[src/hw/dmdc_regs.vh]
/*
 Constants for the dual modulus divider control block.
 Assumes inclusion by bare name from the design files under hw/.
*/
`ifndef DMDC_REGS_VH
`define DMDC_REGS_VH

// Digit width of one decimal counter stage
`define DMDC_DIGIT_W      4
// Main counter decades and swallow counter decades
`define DMDC_MAIN_DIGITS  2
`define DMDC_SWAL_DIGITS  2
// Binary width of the main counter value (0..99)
`define DMDC_CNT_W        8
// Decimal radix of one decade
`define DMDC_RADIX        4'hA
// Main count value at which early decode is armed
`define DMDC_EARLY_VALUE  8'h02
// Modulus select encoding: high requests the lower modulus
`define DMDC_SEL_LOWER    1'b1
`define DMDC_SEL_UPPER    1'b0

`endif

[src/hw/dmdc_bcd_stage.v]
/*
 Two-decade loadable BCD down-counter with hold and zero detect.
 Assumes digit inputs are valid BCD and the clock is the prescaler output.
*/
`timescale 1ns/1ns
`default_nettype none
`include "dmdc_regs.vh"

module dmdc_bcd_stage (
    // Clock and control
    input  wire                     clock,
    input  wire                     load,
    input  wire                     dec,
    // Programmed value
    input  wire [`DMDC_DIGIT_W-1:0] loadHigh,
    input  wire [`DMDC_DIGIT_W-1:0] loadLow,
    // Count state
    output wire [`DMDC_DIGIT_W-1:0] countHigh,
    output wire [`DMDC_DIGIT_W-1:0] countLow,
    output wire                     isZero
);

    reg [`DMDC_DIGIT_W-1:0] high_reg;
    reg [`DMDC_DIGIT_W-1:0] low_reg;

    // Load wins over decrement; low digit borrows from high digit
    always @(posedge clock) begin
        if (load) begin
            high_reg <= loadHigh;
            low_reg  <= loadLow;
        end else if (dec && !isZero) begin
            if (low_reg == 4'h0) begin
                low_reg  <= `DMDC_RADIX - 4'h1;
                high_reg <= high_reg - 4'h1;
            end else begin
                low_reg <= low_reg - 4'h1;
            end
        end
    end

    assign countHigh = high_reg;
    assign countLow  = low_reg;
    assign isZero    = (high_reg == 4'h0) && (low_reg == 4'h0);

endmodule // dmdc_bcd_stage
`default_nettype wire

[src/hw/dmdc_sel_latch.v]
/*
 Modulus select latch: set by swallow zero detect, cleared by a pulse.
 Assumes set and clear are never both meant to win; set wins.
*/
`timescale 1ns/1ns
`default_nettype none
`include "dmdc_regs.vh"

module dmdc_sel_latch (
    // Clock and reset
    input  wire clock,
    input  wire srst,
    // Control
    input  wire setLower,
    input  wire clearPulse,
    // State
    output wire lowerMode
);

    reg lower_reg;

    // Set dominates clear so a zero detect is never lost
    always @(posedge clock) begin
        if (srst) begin
            lower_reg <= 1'b0;
        end else if (setLower) begin
            lower_reg <= 1'b1;
        end else if (clearPulse) begin
            lower_reg <= 1'b0;
        end
    end

    assign lowerMode = lower_reg;

endmodule // dmdc_sel_latch
`default_nettype wire

[src/hw/dmdc_divider.v]
/*
 Dual modulus divider control: main and swallow down-counters driven
 by the prescaler output, modulus select to the prescaler, divided out.
 Assumes the clock is the prescaler output and that programmed values
 are static BCD digits; srst is synchronous to that clock.
*/
// Notes on behaviour
// - Upper modulus for swallow count cycles, then lower for main minus swallow.
// - Each prescaler cycle but the reload decrements main, and swallow while nonzero, by one.
// - Swallow counter holds at zero until the main count completes.
// - Select requests upper modulus while swallow nonzero, lower once zero.
// - Swallow terminal zero detect drives the modulus select change.
// - A modulus change only takes effect on the following prescaler cycle.
// - Zero detect sets latch; next edge after terminal count clears it.
// - On main terminal count output goes low and counters load.
// - Next edge returns output high and releases the preset.
// - Main count of 2 arms early decode; terminal transition next edge.
// - After reload start in upper mode unless swallow is zero; first edge decrements counters.
// - Ratio is 100 high digit plus 10 low digit plus swallow count.
// - Main 04 with swallow 3 divides by 43.
// - Swallow counter stages do not exceed main counter stages.
// - Ratio is main times base plus step times swallow count.
`timescale 1ns/1ns
`default_nettype none
`include "dmdc_regs.vh"

module dmdc_divider (
    // Clock (prescaler output) and reset
    input  wire                     clock,
    input  wire                     srst,
    // Programmed main count digits
    input  wire [`DMDC_DIGIT_W-1:0] mainCountHighDigit,
    input  wire [`DMDC_DIGIT_W-1:0] mainCountLowDigit,
    // Programmed swallow count digits
    input  wire [`DMDC_DIGIT_W-1:0] swallowHighDigit,
    input  wire [`DMDC_DIGIT_W-1:0] swallowLowDigit,
    // To the prescaler and output
    output wire                     modulusSelectIn,
    output wire                     divOut,
    output wire                     earlyArmed
);

    wire [`DMDC_DIGIT_W-1:0] mainHigh;
    wire [`DMDC_DIGIT_W-1:0] mainLow;
    wire [`DMDC_DIGIT_W-1:0] swalHigh;
    wire [`DMDC_DIGIT_W-1:0] swalLow;
    wire                     swalZero;
    wire                     swalLast;
    wire                     progSwalZero;
    wire                     setLower;
    wire                     lowerMode;
    wire                     loadNow;
    wire                     early_next;
    wire                     terminal;
    reg                      divOut_reg;
    reg                      early_reg;

    // Binary value of two BCD digits
    function [`DMDC_CNT_W-1:0] bcdValue;
        input [`DMDC_DIGIT_W-1:0] hi;
        input [`DMDC_DIGIT_W-1:0] lo;
        begin
            bcdValue = ({4'h0, hi} << 3) + ({4'h0, hi} << 1) + {4'h0, lo};
        end
    endfunction

    // Preset while output low or under reset
    assign loadNow = srst || !divOut_reg;

    // Early decode stage is armed for exactly the cycle in which main holds 2
    assign early_next = loadNow ?
        (bcdValue(mainCountHighDigit, mainCountLowDigit) == `DMDC_EARLY_VALUE) :
        (bcdValue(mainHigh, mainLow) == `DMDC_EARLY_VALUE + 8'h01);
    // Armed stage ends the period on the next edge, so the period is the main count
    assign terminal   = early_reg && divOut_reg;

    // The coming cycle is the first with the swallow count at zero, or a later one
    assign swalLast     = swalZero || (bcdValue(swalHigh, swalLow) == 8'h01);
    assign progSwalZero = (swallowHighDigit == 4'h0) && (swallowLowDigit == 4'h0);
    // On reload the latch follows the programmed swallow count, else it sets on zero
    assign setLower     = loadNow ? progSwalZero : swalLast;

    // Main counter, decremented every prescaler cycle but the reload
    dmdc_bcd_stage mainCounter (
        .clock     (clock),
        .load      (loadNow),
        .dec       (1'b1),
        .loadHigh  (mainCountHighDigit),
        .loadLow   (mainCountLowDigit),
        .countHigh (mainHigh),
        .countLow  (mainLow),
        .isZero    ()
    );

    // Swallow counter, holds at zero once reached
    dmdc_bcd_stage swallowCounter (
        .clock     (clock),
        .load      (loadNow),
        .dec       (1'b1),
        .loadHigh  (swallowHighDigit),
        .loadLow   (swallowLowDigit),
        .countHigh (swalHigh),
        .countLow  (swalLow),
        .isZero    (swalZero)
    );

    // Latch set by swallow zero detect, cleared by the reload edge; set wins
    dmdc_sel_latch selLatch (
        .clock      (clock),
        .srst       (srst),
        .setLower   (setLower),
        .clearPulse (!divOut_reg),
        .lowerMode  (lowerMode)
    );

    // Divided output and early decode stage
    always @(posedge clock) begin
        early_reg <= early_next;
        if (srst) begin
            divOut_reg <= 1'b1;
        end else if (terminal) begin
            divOut_reg <= 1'b0;
        end else if (!divOut_reg) begin
            divOut_reg <= 1'b1;
        end
    end

    // Latch is a flip-flop, so the select stands for a whole prescaler cycle
    assign modulusSelectIn = lowerMode;
    assign divOut          = divOut_reg;
    assign earlyArmed      = early_reg;

endmodule // dmdc_divider
`default_nettype wire

[config.mk]
export PLATFORM = sky130hd
export DESIGN_NAME = dmdc_divider
export DESIGN_NICKNAME = d
export VERILOG_FILES = /design/src/hw/dmdc_bcd_stage.v /design/src/hw/dmdc_sel_latch.v /design/src/hw/dmdc_divider.v
export VERILOG_INCLUDE_DIRS = /design/src /design/src/hw
export SDC_FILE = /design/constraint.sdc
export NUM_CORES = 1
export LEC_CHECK = 0
export BUFFER_PORTS_ARGS = -buffer_cell sky130_fd_sc_hd__buf_2
export CORE_MARGIN = 2
export CORE_UTILIZATION = 51
export DETAILED_ROUTE_END_ITERATION = 8
export PLACE_DENSITY = 0.75
export SETUP_SLACK_MARGIN = 0.1
export SYNTH_ARGS = -nofsm -noshare
export SYNTH_HDL_FRONTEND = slang
export SYNTH_SLANG_ARGS = --single-unit
[constraint.sdc]
create_clock -name clock -period 1.9 [get_ports clock]
set_input_delay 0.19 -clock clock [delete_from_list [all_inputs] [get_ports clock]]
set_output_delay 0.19 -clock clock [all_outputs]
set_load 0.01 [all_outputs]
; ---- Word level (Yosys, flattened, before mapping)
; Index checks and enable logic that the tools add are counted.
[totals]
wordCells = 57
regBits = 19
inputBits = 18
output_inout_bits = 3
[classes]
n_reduce_logical = 17
n_eq_ne = 6
n_mux = 17
n_addsub = 10
[op_table]
columns = op, count
row1 = 2-to-1 mux 4 bit, 12
row2 = adder 7 x 5 -> 8 bit, 3
row3 = adder 8 x 4 -> 8 bit, 3
row4 = zero test 4 bit, 6
row5 = "equality test 8 x 2 -> 1 bit, second input constant", 2
row6 = "subtractor 4 x 1 -> 4 bit, second input constant", 4
row7 = "equality test 8 x 1 -> 1 bit, second input constant", 1
row8 = 2-to-1 mux 1 bit, 5
row9 = logical AND 1 bit, 4
row10 = "inequality test 2 x 1 -> 1 bit, second input constant", 2
row11 = AND reduction 2 bit, 2
row12 = nonzero test 2 bit, 2
row13 = logical OR 1 bit, 2
row14 = "inequality test 2 bit, second input constant", 1
row15 = zero test 1 bit, 1

; ---- Longest topological paths before layout
[depth]
ltp_word = 6
ltp_mapped = 7
mapped_depth_nobuf = 7

; ---- Cells and area by module
; Synthesis repeated with hierarchy kept, for this count alone.
[hier_totals]
hier_cells = 159
area_unflattened_um2 = 1632.8
[modules_own_cells]
columns = mod, instances, area_each_um2, seq_area_each_um2, cells_each
row1 = dmdc_bcd_stage, 2, 471.7, 240.2, 45
row2 = dmdc_divider, 1, 650.6, 40.0, 65
row3 = dmdc_sel_latch, 1, 38.8, 20.0, 4

; ---- Worst setup path before layout
; No wires, ideal clock.
[synth_timing]
path_kind = register to register
startpoint = register mainCounter.low_reg[3] (netlist: mainCounter.countLow[3])
endpoint = register early_reg (netlist: earlyArmed)
setup_slack_ns = -0.213
stages_incl_launch_ff = 7
t_arrival_ns = 2.039
required_ns = 1.825
setup_time_ns = 0.075
path_buffers = 0
period_less_slack_ns = 2.113
cell_sequence = edfxtp_1 > fa_1 > inv_1 > fa_1 > nor4bb_1 > nand3_1 > o22ai_1
[synth_via]
elab_chain_len = 3
[synth_lines]
columns = item, line
row1 = "start, declared", dmdc_bcd_stage.v:24  ; reg [`DMDC_DIGIT_W-1:0] low_reg;
row2 = "start signal, assigned", dmdc_bcd_stage.v:30  ; low_reg <= loadLow;
row3 = "start signal, assigned", dmdc_bcd_stage.v:33  ; low_reg <= `DMDC_RADIX - 4'h1;
row4 = "start signal, assigned", dmdc_bcd_stage.v:36  ; low_reg <= low_reg - 4'h1;
row5 = adder 8 x 4 -> 8 bit, dmdc_divider.v:63  ; bcdValue = ({4'h0, hi} << 3) + ({4'h0, hi} << 1) + {4'h0, lo};
row6 = equality test 8 x 2 -> 1 bit, dmdc_divider.v:73  ; (bcdValue(mainHigh, mainLow) == `DMDC_EARLY_VALUE + 8'h01);
row7 = 2-to-1 mux 1 bit, dmdc_divider.v:71  ; assign early_next = loadNow ?
row8 = net early_next, dmdc_divider.v:53  ; wire early_next;
row9 = "end signal, assigned", dmdc_divider.v:118  ; early_reg <= early_next;
row10 = "end, declared", dmdc_divider.v:56  ; reg early_reg;
; The timed path passes the listed nets, and every way through them passes these cells.
; A chain may end at the register's enable or synchronous reset.

; ---- Final worst setup path
[layout_timing]
startpoint = register mainCounter.high_reg[2] (netlist: mainCounter.countHigh[2])
endpoint = register early_reg (netlist: earlyArmed)
[layout_via]
elab_chain_len = 4
[layout_lines]
columns = item, line
row1 = "start, declared", dmdc_bcd_stage.v:23  ; reg [`DMDC_DIGIT_W-1:0] high_reg;
row2 = "start signal, assigned", dmdc_bcd_stage.v:29  ; high_reg <= loadHigh;
row3 = "start signal, assigned", dmdc_bcd_stage.v:34  ; high_reg <= high_reg - 4'h1;
row4 = adder 7 x 5 -> 8 bit, dmdc_divider.v:63
row5 = adder 8 x 4 -> 8 bit, dmdc_divider.v:63
row6 = equality test 8 x 2 -> 1 bit, dmdc_divider.v:73
row7 = 2-to-1 mux 1 bit, dmdc_divider.v:71
row8 = net early_next, dmdc_divider.v:53
; The timed path passes the listed nets, and every way through them passes these cells.

==> parameters.txt <==
Parameter                              Value

Clock tree
  Clock tree from TritonCTS    done
  Cts hold-fix bufs    0
  H-tree level count    1
  Number of buffers on the longest clock path    2
  CTS sink count    19
  Clock insertion delay at the later pin of the skew report    0.30 ns
  Clock slew at the register clock pins of the worst setup and hold paths    0.12 ns
  CTS root buf    sky130_fd_sc_hd__clkbuf_4
  Num CTS Buffers    3

Die
  Overall die area    3440 sq um
  Top-Level Pins    21
  Chip Width    58.6 um
  Core outline area    2810 sq um
  Std-Cell Rows    19
  Die boundary height    58.6 um
  Starting utilization of the core area    54.3%

Worst setup path
  Arrival time worst endpoint    2.38 ns
  Largest driver fanout on the critical path    2
  Startpoint type of the worst setup path    flop
  Required time at the endpoint of the critical path    2.13 ns
  Crit end category    flop
  Worst-case register-to-register setup slack    -0.25 ns
  Category of the most critical setup path    reg -> reg

Run
  Maxcap violations    0

Yosys
  Yosys warns    0
  Sequential cell area fraction in the yosys report    35.5%
  Count of state elements after synthesis    19
  Avg Synthesized Cell Area    10.1 sq um
  Post-synthesis async set-or-reset flop share    0%
  Number of flops mapped to enable cells by yosys    16
  Leading post-synthesis cells by cell area    sky130_fd_sc_hd__edfxtp_1 (32%), sky130_fd_sc_hd__ha_1 (21%), sky130_fd_sc_hd__fa_1 (7.9%)
  Yosys cell types    31
  Leading register cell type out of synthesis    sky130_fd_sc_hd__edfxtp_1
  Synth Net Count    200
  Share of Yosys cell area claimed by the top area cell type    31.6%
  Synth area leader    sky130_fd_sc_hd__edfxtp_1
  Area of the mapped netlist    1520 sq um
  Number of standard cells after synthesis    151

Finish
  Share of cells above drive strength 1    31.0%
  Antenna diode instance count    0
  Total number of nets in the final design    247
  Layout-stage area growth over the synthesis result    26.6%
  Top library cells by usage in the layout, fill and taps aside    sky130_fd_sc_hd__buf_4 (26), sky130_fd_sc_hd__ha_1 (24), sky130_fd_sc_hd__buf_2 (20), sky130_fd_sc_hd__nand2_1 (16), sky130_fd_sc_hd__edfxtp_1 (16)
  Most common cell after layout, fill and taps aside    sky130_fd_sc_hd__buf_4
  FILL cells    206

STA
  Unrepaired setup endpoints after global routing    yes
  Final Critical Period    2.15 ns
  Slew at the pin closest to its max-slew limit    0.362 ns
  Setup clock skew after layout    0.00615 ns
  Highest clock rate    466 MHz
  Max Transition Viols Final    0
  Final worst slack    -0.246 ns
  Post-route fraction of the period consumed by the critical path    113%
  Relative slew slack    75.3%
  Number of endpoints with negative hold slack in the final report    0
  Smallest hold slack    0.0738 ns
  Setup Viol. Count Final    2

Drt
  DRC violation total after the first TritonRoute iteration    79
  Met1 WL    1410 um
  Drc violations    1
  Wire per inst    14.6 um
  Per-cell via count in the routed design    5.72
  Routed via count    1304
  Met2 Routed Length    1650 um
  Met3 WL    186 um
  Highest routed layer    met4
  Sum of routed wire length over all layers    3330 um
  Number of iterations in the first detailed-routing pass    6
  Number of antenna-violating nets in the routed design    0

Status
  Violations in the final reports    DRC, setup timing
  Result of the run    finished with violations

Power
  Maximum resistive drop on vdd    407 uV
  PnR Total Power    1.35 mW
  Power per Cell Area    700 nW/um^2
  Static power due to leakage    0.850 nW

GRT
  GRT overflow    0
  Overall Global Routing Usage    21.6%
  Initial antenna violation count    0
  Vias in the first global route    1270
  Largest net degree at the start of global routing    28
  First-pass GRT wire length    5590 um

Placement
  GPL Wtd Cong    0.802
  Detailed placer's ending HPWL    2690 um
  Port Buffer Count    20

Hold path
  Min-delay worst type    in -> reg
[metrics by stage]
| step | utilization [%] | instance area (sq um) | setup TNS (ns) | setup slack [ns] | std cells |
|---|---|---|---|---|---|
| 4_1_cts | 68.0 | 1910 | -0.495 | -0.259 | 227 |
| 3_3_place_gp | 65.2 | 1830 | -0.414 | -0.248 | 221 |
| 5_1_grt | 68.7 | 1930 | -0.691 | -0.360 | 228 |
| 3_5_place_dp | 65.2 | 1830 | -0.535 | -0.290 | 221 |
| 6_report | 68.7 | 1930 | -0.455 | -0.246 | 228 |
| 2_1_floorplan | - | 1530 | -0.253 | -0.133 | 151 |
[power breakdown]
group | internal, mW | leakage, nW | switching (mW) | total (mW)
Combinational | 0.296 | 0.642 | 0.289 | 0.585
Clock | 0.0783 | 0.0177 | 0.135 | 0.214
Sequential | 0.510 | 0.190 | 0.0403 | 0.551
[synth_stat cells (2+ instances only)]
cell,instances
sky130_fd_sc_hd__fa_1,6
sky130_fd_sc_hd__a21oi_1,6
sky130_fd_sc_hd__nand2_1,16
sky130_fd_sc_hd__inv_1,12
sky130_fd_sc_hd__nor3b_1,2
sky130_fd_sc_hd__a2111oi_0,2
sky130_fd_sc_hd__xnor2_1,4
sky130_fd_sc_hd__clkbuf_1,4
sky130_fd_sc_hd__ha_1,25
sky130_fd_sc_hd__nor2_1,8
sky130_fd_sc_hd__nor3_1,4
sky130_fd_sc_hd__dfxtp_1,3
sky130_fd_sc_hd__nor4b_1,4
sky130_fd_sc_hd__nor4_1,3
sky130_fd_sc_hd__o21ai_0,16
sky130_fd_sc_hd__o31ai_1,2
sky130_fd_sc_hd__nand3_1,2
sky130_fd_sc_hd__edfxtp_1,16
sky130_fd_sc_hd__nor2b_1,2
sky130_fd_sc_hd__a31oi_1,3
[cell type report]
class                           count  area (sq um)  share of cell area, %
Clock buffer                        3          22.5                   1.17
Tap cell                           31          38.8                   2.01
Multi-Input combinational cell    116           981                   50.9
Inverter                           12          45.0                   2.34
Sequential cell                    19           541                   28.0
Clock inverter                      1          5.00                  0.260
Timing Repair Buffer               46           295                   15.3
[logic make-up (layout without fill, tap and decap cells)]
kind of cell,Yosys count,after routing,share of synthesized area (%)
compound gates,32,32,12.1
simple gates,48,48,17.1
flops,19,19,35.5
buf+inv,16,62,3.94
fa+ha+maj,31,31,28.4
mux,1,1,0.657
xor+xnor,4,4,2.30
[path summary, 6_finish.rpt]
path,from,end,cells after the start
max,mainCounter.countHigh[2],earlyArmed,6
min,srst,selLatch.lowerMode,2
max reg2reg,mainCounter.countHigh[2],earlyArmed,6
min reg2reg,earlyArmed,divOut,1
[metal layers]
layer,GRT usage (%),up-vias
li1,-,651
met1,27.4,605
met2,36.9,40
met3,3.08,8
met4,9.42,0
met5,0,-
[critical path, cell delays in order, from the launching register on]
cell and delay [ns]:
sky130_fd_sc_hd__edfxtp_1 0.44, sky130_fd_sc_hd__fa_1 0.58, sky130_fd_sc_hd__inv_2 0.05, sky130_fd_sc_hd__fa_2 0.53
sky130_fd_sc_hd__nor4bb_4 0.19, sky130_fd_sc_hd__nand3_1 0.13, sky130_fd_sc_hd__o22ai_1 0.16
[repair_timing]
action	CTS	global route
pin swaps	2	2
gates resized for setup	5	4
setup buffers	2	1
endpoints found under the setup margin	2	10
gates cloned	0	0
Power figures use the tool's default switching activity.
